`config.mk`:
```
export PLATFORM = sky130hd
export DESIGN_NAME = energy_pulse_cond
export DESIGN_NICKNAME = d
export VERILOG_FILES = /design/src/pkg/energy_cond_pkg.sv /design/src/hw/energy_pulse_cond.sv
export SDC_FILE = /design/constraint.sdc
export NUM_CORES = 2
export LEC_CHECK = 0
export ABC_CLOCK_PERIOD_IN_PS = 11000
export BUFFER_PORTS_ARGS = -buffer_cell sky130_fd_sc_hd__buf_2
export CAP_MARGIN = 20
export CELL_PAD_IN_SITES_DETAIL_PLACEMENT = 2
export CELL_PAD_IN_SITES_GLOBAL_PLACEMENT = 2
export CORE_MARGIN = 2
export CORE_UTILIZATION = 34
export DETAILED_ROUTE_END_ITERATION = 8
export PLACE_DENSITY = 0.82
export SLEW_MARGIN = 20
export SYNTH_ARGS = -nofsm -noshare
export SYNTH_HDL_FRONTEND = slang
export SYNTH_SLANG_ARGS = --single-unit
```
`constraint.sdc`:
```
create_clock -name clk -period 11 [get_ports clk]
set_input_delay 3.3 -clock clk [delete_from_list [all_inputs] [get_ports clk]]
set_output_delay 3.3 -clock clk [all_outputs]
set_load 0.05 [all_outputs]
```
`src/pkg/energy_cond_pkg.sv`:
```
`default_nettype none
package energy_cond_pkg;
  // register index on the internal register port
  localparam logic [3:0] ADDR_ACCUM_MODE = 4'h0;
  localparam logic [3:0] ADDR_ACTIVE_STATUS = 4'h1;
  localparam logic [3:0] ADDR_PHASE_SIGN = 4'h2;
  localparam logic [3:0] ADDR_ACTIVE_MASK = 4'h3;
  localparam logic [3:0] ADDR_ACTIVE_NL_THR = 4'h4;
  localparam logic [3:0] ADDR_REACTIVE_NL_THR = 4'h5;
  localparam logic [3:0] ADDR_SECONDARY_STATUS = 4'h6;
  localparam logic [3:0] ADDR_PHASE_NOLOAD = 4'h7;
  localparam logic [3:0] ADDR_SECONDARY_MASK = 4'h8;
  localparam logic [3:0] ADDR_APPARENT_NL_THR = 4'h9;

  // field positions
  localparam int ACTIVE_ACC_LSB = 0;
  localparam int REACTIVE_ACC_LSB = 2;
  localparam int REV_SUM_BIT[3] = '{9, 13, 18};
  localparam int SUM_SIGN_BIT[3] = '{3, 7, 8};
  localparam int NOLOAD_FLAG_BIT = 0;
  localparam int APPARENT_NOLOAD_FLAG_BIT = 2;
  localparam int NOLOAD_PHASE_LSB = 0;
  localparam int APPARENT_NOLOAD_PHASE_LSB = 6;

  // accumulation mode codes
  localparam logic [1:0] ACC_SIGNED = 2'h0;
  localparam logic [1:0] ACC_ABSOLUTE = 2'h3;
  localparam logic [1:0] ACC_SIGN_ADJUSTED = 2'h2;

  // power type routed to a converter
  localparam logic [2:0] SEL_ACTIVE = 3'h0;
  localparam logic [2:0] SEL_REACTIVE = 3'h1;
  localparam logic [2:0] SEL_APPARENT = 3'h2;
  localparam logic [2:0] SEL_REACTIVE_FUND = 3'h4;

  // reset values
  localparam logic [7:0] ACCUM_MODE_RESET = 8'h00;
  localparam logic [31:0] MASK_RESET = 32'h0000_0000;
  localparam logic [23:0] NL_THR_RESET = 24'h00_0000;

  // widths and timing
  localparam int POWER_W = 28;
  localparam int ACC_W = 55;
  localparam int ETHR_W = 48;
  localparam int POWER_SHIFT = 7;
  localparam int CLK_FREQ_HZ = 25_000_000;
  localparam int STAGE1_RATE_HZ = 1_000_000;
  localparam int STAGE1_TICK_CYCLES = CLK_FREQ_HZ / STAGE1_RATE_HZ;
endpackage : energy_cond_pkg
`default_nettype wire

```
`src/hw/energy_pulse_cond.sv`:
```
// How it works
// - accumulation field 00 with active power selected: phase powers summed with sign.
// - accumulation field 11: negative active powers negated for pulse path only.
// - reactive accumulation field applies only when converter selects type 001 or 100.
// - reactive field 00: reactive powers summed with their signs.
// - reactive field 10: reactive power negated where that phase's active power is negative.
// - sum sign checked each time the 55-bit accumulator crosses its threshold.
// - reverse-sum flags 18, 13, 9 set on the next falling pulse edge after a change.
// - sum-sign bits 8, 7, 3 updated with those flags; 1 means negative.
// - masked reverse-sum flags pull the first interrupt line low.
// - writing 1 to a set status flag clears it; the line goes high once no masked flag is left set.
// - phase in power no-load when both magnitudes are at or below thresholds.
// - negative active or reactive threshold disables the power no-load detector.
// - thresholds are 24-bit signed, read with top four bits zero, extended to 28.
// - power no-load change sets status bit 0 and updates phase bits 2..0.
// - masked power no-load flag pulls the second interrupt line low.
// - phase in apparent no-load when apparent magnitude is at or below threshold.
// - negative apparent threshold disables the apparent no-load detector.
// - apparent no-load change sets status bit 2 and updates phase bits 8..6.
// - masked apparent no-load flag pulls the second interrupt line low.
// - first stage adds powers shifted left seven at 1 MHz, subtracts threshold on a positive pulse, adds it on a negative one.
// - status flags set regardless of masks; masks only gate the lines.
`timescale 1ns/100ps
`default_nettype none
module energy_pulse_cond (
  input wire logic clk,
  input wire logic rst_n,
  input wire logic power_valid,
  input wire logic signed [27:0] active_power_a,
  input wire logic signed [27:0] active_power_b,
  input wire logic signed [27:0] active_power_c,
  input wire logic signed [27:0] reactive_power_a,
  input wire logic signed [27:0] reactive_power_b,
  input wire logic signed [27:0] reactive_power_c,
  input wire logic signed [27:0] apparent_power_a,
  input wire logic signed [27:0] apparent_power_b,
  input wire logic signed [27:0] apparent_power_c,
  input wire logic [8:0] pulse_power_type_select,
  input wire logic [8:0] phase_term_select,
  input wire logic [47:0] active_energy_threshold,
  input wire logic [47:0] reactive_energy_threshold,
  input wire logic [47:0] apparent_energy_threshold,
  input wire logic [2:0] pulse_output_fall,
  input wire logic [3:0] reg_addr,
  input wire logic reg_wr,
  input wire logic reg_rd,
  input wire logic [31:0] reg_wdata,
  output logic [31:0] reg_rdata,
  output logic [2:0] stage1_pulse,
  output logic [2:0] power_noload_phase_state,
  output logic [2:0] apparent_noload_phase_state,
  output logic first_interrupt_line_n,
  output logic second_interrupt_line_n
);

  ////////////////////////////////////////////////////////////////////////////
  // helpers

  function automatic logic [27:0] magnitude(input logic signed [27:0] x);
    magnitude = x[27] ? 28'(-x) : 28'(x);
  endfunction : magnitude

  function automatic logic signed [27:0] sext28(input logic [23:0] t);
    sext28 = {{4{t[23]}}, t};
  endfunction : sext28

  // conditioned contribution of one phase to one converter
  function automatic logic signed [29:0] cond_power(
    input logic [2:0] sel,
    input logic [1:0] amode,
    input logic [1:0] rmode,
    input logic signed [27:0] act,
    input logic signed [27:0] rea,
    input logic signed [27:0] app,
    input logic nl_pq,
    input logic nl_app
  );
    logic signed [29:0] a;
    logic signed [29:0] r;
    a = 30'(act);
    r = 30'(rea);
    cond_power = 30'sh0;
    if (sel == energy_cond_pkg::SEL_ACTIVE) begin
      if (!nl_pq) begin
        if (amode == energy_cond_pkg::ACC_ABSOLUTE && act < 0) begin
          cond_power = -a;
        end else begin
          cond_power = a;
        end
      end
    end else if (sel == energy_cond_pkg::SEL_REACTIVE || sel == energy_cond_pkg::SEL_REACTIVE_FUND) begin
      if (!nl_pq) begin
        if (rmode == energy_cond_pkg::ACC_SIGN_ADJUSTED && act < 0) begin
          cond_power = -r;
        end else begin
          cond_power = r;
        end
      end
    end else if (sel == energy_cond_pkg::SEL_APPARENT) begin
      if (!nl_app) begin
        cond_power = 30'(app);
      end
    end
  endfunction : cond_power

  ////////////////////////////////////////////////////////////////////////////
  // state

  logic [7:0] accumulation_mode;
  logic [31:0] active_status;
  logic [15:0] phase_sign;
  logic [31:0] active_mask;
  logic [23:0] active_noload_threshold;
  logic [23:0] reactive_noload_threshold;
  logic [31:0] secondary_status;
  logic [15:0] phase_noload_state;
  logic [31:0] secondary_mask;
  logic [4:0] tick_cnt;
  logic signed [54:0] acc [3];
  logic [2:0] last_sign;
  logic [2:0] sign_pending;

  logic [7:0] next_accumulation_mode;
  logic [31:0] next_active_status;
  logic [15:0] next_phase_sign;
  logic [31:0] next_active_mask;
  logic [23:0] next_active_noload_threshold;
  logic [23:0] next_reactive_noload_threshold;
  logic [31:0] next_secondary_status;
  logic [15:0] next_phase_noload_state;
  logic [31:0] next_secondary_mask;
  logic [23:0] next_apparent_noload_threshold;
  logic [23:0] apparent_noload_threshold;
  logic [31:0] next_reg_rdata;
  logic next_first_irq_n;
  logic next_second_irq_n;
  logic [4:0] next_tick_cnt;
  logic signed [54:0] next_acc [3];
  logic [2:0] next_last_sign;
  logic [2:0] next_sign_pending;
  logic [2:0] next_stage1_pulse;

  logic signed [27:0] p_act [3];
  logic signed [27:0] p_rea [3];
  logic signed [27:0] p_app [3];
  logic tick;

  assign p_act = '{active_power_a, active_power_b, active_power_c};
  assign p_rea = '{reactive_power_a, reactive_power_b, reactive_power_c};
  assign p_app = '{apparent_power_a, apparent_power_b, apparent_power_c};
  assign tick = (tick_cnt == 5'h00);
  assign power_noload_phase_state = phase_noload_state[2:0];
  assign apparent_noload_phase_state = phase_noload_state[8:6];

  ////////////////////////////////////////////////////////////////////////////
  // next-state logic

  always_comb begin
    logic signed [27:0] thr_a;
    logic signed [27:0] thr_r;
    logic signed [27:0] thr_v;
    logic pq_en;
    logic app_en;
    logic [2:0] nl_pq;
    logic [2:0] nl_app;
    logic [31:0] clr0;
    logic [31:0] clr1;
    logic [31:0] set0;
    logic [31:0] set1;
    logic [2:0] sel;
    logic [47:0] ethr;
    logic signed [29:0] sum;
    logic signed [55:0] accx;
    logic signed [55:0] thr7;
    logic [1:0] amode;
    logic [1:0] rmode;
    sel = 3'h0;
    ethr = 48'h0;
    sum = 30'sh0;
    accx = 56'sh0;
    thr7 = 56'sh0;
    thr_a = sext28(active_noload_threshold);
    thr_r = sext28(reactive_noload_threshold);
    thr_v = sext28(apparent_noload_threshold);
    // either negative threshold turns the power detector off
    pq_en = !thr_a[27] && !thr_r[27];
    app_en = !thr_v[27];
    amode = accumulation_mode[energy_cond_pkg::ACTIVE_ACC_LSB +: 2];
    rmode = accumulation_mode[energy_cond_pkg::REACTIVE_ACC_LSB +: 2];
    nl_pq = phase_noload_state[2:0];
    nl_app = phase_noload_state[8:6];

    next_accumulation_mode = accumulation_mode;
    next_active_mask = active_mask;
    next_secondary_mask = secondary_mask;
    next_active_noload_threshold = active_noload_threshold;
    next_reactive_noload_threshold = reactive_noload_threshold;
    next_apparent_noload_threshold = apparent_noload_threshold;
    next_phase_sign = phase_sign;
    next_phase_noload_state = phase_noload_state;
    next_tick_cnt = tick ? 5'(energy_cond_pkg::STAGE1_TICK_CYCLES - 1) : tick_cnt - 5'h01;
    next_acc = acc;
    next_last_sign = last_sign;
    next_sign_pending = sign_pending;
    next_stage1_pulse = 3'h0;
    set0 = 32'h0;
    set1 = 32'h0;
    clr0 = 32'h0;
    clr1 = 32'h0;

    // register writes; sign and no-load state are not writable
    if (reg_wr) begin
      unique case (reg_addr)
        energy_cond_pkg::ADDR_ACCUM_MODE: next_accumulation_mode = reg_wdata[7:0];
        energy_cond_pkg::ADDR_ACTIVE_STATUS: clr0 = reg_wdata;
        energy_cond_pkg::ADDR_ACTIVE_MASK: next_active_mask = reg_wdata;
        energy_cond_pkg::ADDR_ACTIVE_NL_THR: next_active_noload_threshold = reg_wdata[23:0];
        energy_cond_pkg::ADDR_REACTIVE_NL_THR: next_reactive_noload_threshold = reg_wdata[23:0];
        energy_cond_pkg::ADDR_SECONDARY_STATUS: clr1 = reg_wdata;
        energy_cond_pkg::ADDR_SECONDARY_MASK: next_secondary_mask = reg_wdata;
        energy_cond_pkg::ADDR_APPARENT_NL_THR: next_apparent_noload_threshold = reg_wdata[23:0];
        default: ;
      endcase
    end

    // no-load detectors, evaluated per new power sample
    if (power_valid) begin
      for (int p = 0; p < 3; p++) begin
        next_phase_noload_state[energy_cond_pkg::NOLOAD_PHASE_LSB + p] = pq_en
          && magnitude(p_act[p]) <= 28'(thr_a) && magnitude(p_rea[p]) <= 28'(thr_r);
        next_phase_noload_state[energy_cond_pkg::APPARENT_NOLOAD_PHASE_LSB + p] = app_en
          && magnitude(p_app[p]) <= 28'(thr_v);
      end
    end
    if (next_phase_noload_state[2:0] != nl_pq) begin
      set1[energy_cond_pkg::NOLOAD_FLAG_BIT] = 1'b1;
    end
    if (next_phase_noload_state[8:6] != nl_app) begin
      set1[energy_cond_pkg::APPARENT_NOLOAD_FLAG_BIT] = 1'b1;
    end

    // first pulse stage per converter
    for (int k = 0; k < 3; k++) begin
      sel = pulse_power_type_select[3*k +: 3];
      unique case (sel)
        energy_cond_pkg::SEL_ACTIVE: ethr = active_energy_threshold;
        energy_cond_pkg::SEL_APPARENT: ethr = apparent_energy_threshold;
        default: ethr = reactive_energy_threshold;
      endcase
      sum = 30'sh0;
      for (int p = 0; p < 3; p++) begin
        if (phase_term_select[3*k + p]) begin
          sum = sum + cond_power(sel, amode, rmode, p_act[p], p_rea[p], p_app[p], nl_pq[p], nl_app[p]);
        end
      end
      thr7 = {1'b0, ethr, 7'h00};
      accx = {acc[k][54], acc[k]} + (56'(sum) <<< energy_cond_pkg::POWER_SHIFT);
      if (tick) begin
        if (accx >= thr7) begin
          accx = accx - thr7;
          next_stage1_pulse[k] = 1'b1;
          next_last_sign[k] = 1'b0;
          next_sign_pending[k] = sign_pending[k] | last_sign[k];
        end else if (accx <= -thr7) begin
          accx = accx + thr7;
          next_stage1_pulse[k] = 1'b1;
          next_last_sign[k] = 1'b1;
          next_sign_pending[k] = sign_pending[k] | !last_sign[k];
        end
        next_acc[k] = accx[54:0];
      end
      // the flag waits for the falling pulse edge so it lines up with the pin
      if (sign_pending[k] && pulse_output_fall[k]) begin
        set0[energy_cond_pkg::REV_SUM_BIT[k]] = 1'b1;
        next_phase_sign[energy_cond_pkg::SUM_SIGN_BIT[k]] = last_sign[k];
        next_sign_pending[k] = next_stage1_pulse[k] && (next_last_sign[k] != last_sign[k]);
      end
    end

    // flags set regardless of masks; a set in the clearing cycle survives
    next_active_status = (active_status & ~clr0) | set0;
    next_secondary_status = (secondary_status & ~clr1) | set1;
    next_first_irq_n = ~|(next_active_status & next_active_mask);
    next_second_irq_n = ~|(next_secondary_status & next_secondary_mask);

    next_reg_rdata = reg_rdata;
    if (reg_rd) begin
      unique case (reg_addr)
        energy_cond_pkg::ADDR_ACCUM_MODE: next_reg_rdata = {24'h0, accumulation_mode};
        energy_cond_pkg::ADDR_ACTIVE_STATUS: next_reg_rdata = active_status;
        energy_cond_pkg::ADDR_PHASE_SIGN: next_reg_rdata = {16'h0, phase_sign};
        energy_cond_pkg::ADDR_ACTIVE_MASK: next_reg_rdata = active_mask;
        energy_cond_pkg::ADDR_ACTIVE_NL_THR: next_reg_rdata = {4'h0, thr_a};
        energy_cond_pkg::ADDR_REACTIVE_NL_THR: next_reg_rdata = {4'h0, thr_r};
        energy_cond_pkg::ADDR_SECONDARY_STATUS: next_reg_rdata = secondary_status;
        energy_cond_pkg::ADDR_PHASE_NOLOAD: next_reg_rdata = {16'h0, phase_noload_state};
        energy_cond_pkg::ADDR_SECONDARY_MASK: next_reg_rdata = secondary_mask;
        energy_cond_pkg::ADDR_APPARENT_NL_THR: next_reg_rdata = {4'h0, thr_v};
        default: next_reg_rdata = 32'h0;
      endcase
    end
  end

  ////////////////////////////////////////////////////////////////////////////
  // registers

  always_ff @(posedge clk or negedge rst_n) begin
    if (!rst_n) begin
      accumulation_mode <= energy_cond_pkg::ACCUM_MODE_RESET;
      active_status <= 32'h0;
      phase_sign <= 16'h0;
      active_mask <= energy_cond_pkg::MASK_RESET;
      active_noload_threshold <= energy_cond_pkg::NL_THR_RESET;
      reactive_noload_threshold <= energy_cond_pkg::NL_THR_RESET;
      apparent_noload_threshold <= energy_cond_pkg::NL_THR_RESET;
      secondary_status <= 32'h0;
      phase_noload_state <= 16'h0;
      secondary_mask <= energy_cond_pkg::MASK_RESET;
      reg_rdata <= 32'h0;
      first_interrupt_line_n <= 1'b1;
      second_interrupt_line_n <= 1'b1;
      tick_cnt <= 5'h00;
      acc <= '{3{55'sh0}};
      last_sign <= 3'h0;
      sign_pending <= 3'h0;
      stage1_pulse <= 3'h0;
    end else begin
      accumulation_mode <= next_accumulation_mode;
      active_status <= next_active_status;
      phase_sign <= next_phase_sign;
      active_mask <= next_active_mask;
      active_noload_threshold <= next_active_noload_threshold;
      reactive_noload_threshold <= next_reactive_noload_threshold;
      apparent_noload_threshold <= next_apparent_noload_threshold;
      secondary_status <= next_secondary_status;
      phase_noload_state <= next_phase_noload_state;
      secondary_mask <= next_secondary_mask;
      reg_rdata <= next_reg_rdata;
      first_interrupt_line_n <= next_first_irq_n;
      second_interrupt_line_n <= next_second_irq_n;
      tick_cnt <= next_tick_cnt;
      acc <= next_acc;
      last_sign <= next_last_sign;
      sign_pending <= next_sign_pending;
      stage1_pulse <= next_stage1_pulse;
    end
  end

  for (genvar k = 0; k < 3; k++) begin : g_conv

  end
endmodule : energy_pulse_cond
`default_nettype wire

```
==> metrics, run 1 <==
status did not finish; failing step 4_1_cts; error msg [ERROR DPL-0033] detailed placement checks failed during check placement.; Netlist Area Pre-Place slightly above 80000 um^2; # port buffers 500; simple-gate portion of the synthesized area between 20 and 25%; root buffer cell clkbuf_16; Netlist cell types between 90 and 100; CTS resizes 922; DPL Wire Length 579000 um; Initial Util 34.2%; EDFF count, synth 0; post-synthesis xor/xnor area fraction a little under a tenth; Die Y-Extent approximately 500 um; IO Pins 501; fraction of the mapped netlist area in adder cells between 15 and 20%; CTS Buffer Depth 3; H-tree lvl count 2; CTS Hold Bufs 0; TritonCTS Buffers 57; post-synth top area cell ha_1; cells after synthesis 11300; synthesized area per cell 7.19 um^2; Final GP Congestion 1.09; ys flop type dfrtp_1; Yosys top cell area share roughly 16%; post-synth net total roughly 13000; pre-CTS setup slack -6.27 ns; synthesis-stage register bit count between 400 and 500; clock sink count roughly 410; largest family of logic cells by synthesized area compound AO/OA/AOI/OAI gates; post-synthesis async set-or-reset flop share 100%; mux share of post-synthesis cell area 6.04%; Die Span X between 400 and 500 um; sequential element share of the synthesized area approximately an eighth; number of setup buffers added after CTS 170; Cell Rows ~180; Synth Area in Compound Gates between 30% and 40%; Area contributors post-synth ha_1 (16%), dfrtp_1 (12%), a21oi_1 (7.6%); Yosys Warn Count 0
==> cells by family after synthesis <==
family,Yosys count
AOI/OAI and AO/OA,3829
adders and majority gates,1051
xor gates and xnor gates,862
buffers and inverters,1164
and+or+nand+nor,3566
muxes,459
DFF,409
==> synthesized netlist by cell type, types with 66 or more instances <==
library cell and n:
xnor2_1 623, o21a_1 103, nand4_1 139, a31oi_1 84, nor2b_1 109, o21bai_1 108, mux2_2 265, nand2_1 948
nor4_1 72, and3_1 77, o22ai_1 235, nor2_1 1166, xor2_1 236, buf_1 69, o31ai_1 172, a22oi_1 116
mux2i_1 194, a221oi_1 66, clkbuf_1 527, o21ai_0 636, a211oi_1 101, a21oi_1 1246, ha_1 1018, a21o_1 367
a21boi_0 85, or3_1 104, nor3_1 312, nand2b_1 203, inv_1 540, nand3_1 200, dfrtp_1 407
==> through the flow <==
stage	TNS (ns)	cell area, um^2	hold slack (ns)	cells	utilization, %
3_3_place_gp	-704.59	116000	0.447	18100	48.5
3_5_place_dp	-875.26	116000	0.469	18100	48.6
2_1_floorplan	-438.11	83500	0.427	11300	-
==> inputs of run 2 (changes only) <==
- ABC_CLOCK_PERIOD_IN_PS: 11000 -> 14300
- CELL_PAD_IN_SITES_DETAIL_PLACEMENT: 2 -> unset
- CELL_PAD_IN_SITES_GLOBAL_PLACEMENT: 2 -> unset
- CORE_UTILIZATION: 34 -> 40
- PLACE_DENSITY: 0.82 -> unset
- PLACE_DENSITY_LB_ADDON: unset -> 0.15
- clock period: 11 -> 14.3 ns (I/O delays scaled with it)
==> metrics, run 2 <==
post-synth top area cell ha_1; Cell Rows 165; P_leak approximately 57 nW; synthesis-stage register bit count slightly above 400; Worst EP arrival roughly 16 ns; Worst slew margin about 12%; Yosys top cell area share between 10% and 20%; Filler Cell Count ~18000; Worst Hold Depth 1; unrepaired setup endpoints after global routing true; layout cells sized above 1 roughly 35%; Most flops, register acc; EDFF count, synth 0; area growth from synthesis to layout 47.7%; via/cell ratio 6.19; most frequent cells in the layout buf_4 (3147), nor2_1 (1112), a21oi_1 (1086); synthesized area per cell 7.19 um^2; Post-Layout Inst Area between 100000 and 150000 um^2; clock sink count 409; worst r2r path cells 60; Vias approximately 110k; fin crit share 109%; cells after synthesis 11300; Netlist cell types 93; Final Power 39.5 mW; clock-pin slew on the worst setup and hold paths around 0.06 ns; Layout Cells excl Fill ~17000; status complete, but fails checks; Final GP Congestion about 1.1; CP Launch Type input port; Cell Area, Placed about 110000 um^2; Total GRT Usage approximately 47%; global-route wire length before repair between 700000 and 800000 um; CTS tree done; detailed-router iteration count before antenna repair 7; residual DRC count 0; H-tree lvl count 2; IO Pins approximately 500; post-synthesis async set-or-reset flop share 100%; Pwr per Cell Area approximately 330 nW/um^2; root buffer cell clkbuf_16; failing checks negative setup slack; post-layout util 59.5%; Die Span X between 400 and 500 um; grt total ovfl 0; Worst Tran Pin Value around 1.3 ns; critical path class in -> reg; ys flop type dfrtp_1; Req. time, crit path 14.92 ns; commonest non-fill, non-tap cell in the layout buf_4; full die area between 200000 and 250000 um^2; Initial Util 40.3%; initial antenna violation count 66; Worst path max stage delay 0.58 ns; HP Class reg -> reg; final wirelength between 500000 and 600000 um; post-synth net total about 13000; Max-Cap Viols 0; largest net degree at the start of global routing approximately 100; clk_skew 0.0612 ns; CTS Hold Bufs 0; Hold Crit Endpoint tick_cnt[0]$_DFF_PN0_; Final Max Slew Viols 0; RR Endpoint acc[163]$_DFFE_PN0P_; count leader, synth a21oi_1; vias in the first global route about 110k; Final ANT Viol Nets 0; clk_lat worst skew 0.76 ns; FF-to-FF setup slack 1.80 ns; post-layout min period between 15 and 20 ns; Post-synth top cells a21oi_1 (1246), nor2_1 (1166), ha_1 (1018), nand2_1 (948), o21ai_0 (636); fin nets approximately 16000; Setup Viol. Count Final 153; Area contributors post-synth ha_1 (16%), dfrtp_1 (12%), a21oi_1 (7.6%); worst-path maximum fanout 8; worst r2r src accumulation_mode[3]$_DFFE_PN0P_; Core ar. between 200000 and 250000 um^2; WL/cell ~29 um; Largest register FFs 144; hold path start tick_cnt[0]$_DFF_PN0_; TritonCTS Buffers 52; pre-CTS setup slack -2.50 ns; final hold viol count 0; peak ir drop on the vdd network about 350 uV; Yosys Warn Count 0; drt initial violations between 10000 and 15000; Netlist Area Pre-Place around 80000 um^2; post-route setup TNS -142.54 ns; Max Clk Rate 64.4 MHz; cell at the slowest stage of the critical path or4b_4; # port buffers 500; DPL Wire Length 420000 um; Fin Hold WS 0.464 ns; Crit. End Element register; final worst-path setup slack -1.22 ns; CTS Buffer Depth 3; sequential element share of the synthesized area 12.5%; Die Y-Extent around 460 um; placed cells around 17000
-- run 2: cell counts after synthesis --
Identical to the previous run, type by type.
-- run 2: per-layer routing --
| metal | track usage, % | vias to the layer above | wire length (um) |
|---|---|---|---|
| li1 | - | 48200 | - |
| met1 | 52.3 | 51700 | 185000 |
| met2 | 73.3 | 6138 | 219000 |
| met3 | 9.98 | 1789 | 46100 |
| met4 | 46.0 | 34 | 62300 |
| met5 | 0 | - | 192 |
-- run 2: cell type report --
type	instances	area (um^2)	share of cell area, %
Clock inverter	28	443	0.368
Sequential cell	409	10200	8.50
Multi-Input combinational cell	9768	72800	60.4
Tap cell	2672	3340	2.77
Timing Repair Buffer	3881	30000	24.9
Clock buffer	66	1450	1.21
Inverter	545	2070	1.72
Antenna cell	43	108	0.0893
-- run 2: what timing repair did --
item | 4_1_cts | 5_1_grt
setup buffers | 169 | 86
endpoints found under the setup margin | 153 | 153
cloned | 13 | 4
pin swaps | 364 | 299
resized for setup | 743 | 378
endpoints found under the hold margin | 0 | 0
-- run 2: worst max-delay path: cells and delay by family --
| kind | cells | cell delay (ns) |
|---|---|---|
| AND/OR/NAND/NOR | 19 | 4.95 |
| AO/OA/AOI/OAI | 15 | 2.56 |
| XOR/XNOR | 6 | 1.38 |
| multiplexers | 2 | 0.63 |
| adder cells (fa/ha/maj) | 5 | 1.13 |
| buffers and inverters | 8 | 1.16 |
-- run 2: how the worst max path moves through the flow --
stage                              startpoint                    to  slack [ns]  cells past startpoint
after global routing      reactive_power_b[3]  acc[163]$_DFFE_PN0P_       -1.55                     62
after global placement      active_power_b[0]  acc[106]$_DFFE_PN0P_       -2.42                     53
after detailed placement    active_power_b[0]  acc[100]$_DFFE_PN0P_       -2.50                     54
after CTS                   active_power_b[0]  acc[163]$_DFFE_PN0P_       -0.86                     62
final                       active_power_b[0]  acc[163]$_DFFE_PN0P_       -1.22                     55
after floorplan             active_power_b[0]  acc[163]$_DFFE_PN0P_       -0.94                     56
-- run 2: kinds of logic (layout without fill, tap and decap cells) --
logic type | count (synthesis) | after routing | share of synthesized area [%]
buffers and inverters | 1164 | 4520 | 5.39
xor gates and xnor gates | 862 | 863 | 9.30
adders and majority gates | 1051 | 1051 | 16.2
DFF | 409 | 409 | 12.5
and+or+nand+nor | 3566 | 3566 | 20.4
muxes | 459 | 459 | 6.04
AOI/OAI and AO/OA | 3829 | 3829 | 30.1
other | 0 | 43 | 0
-- run 2: power breakdown --
group          switching [mW]  internal, mW  total, mW  leakage, nW
Clock                   0.651         0.871       1.52        0.924
Sequential              0.379          1.49       1.86         5.07
Combinational            19.4          16.7       36.1         51.4
No activity file was read; power rests on OpenSTA's default activity.
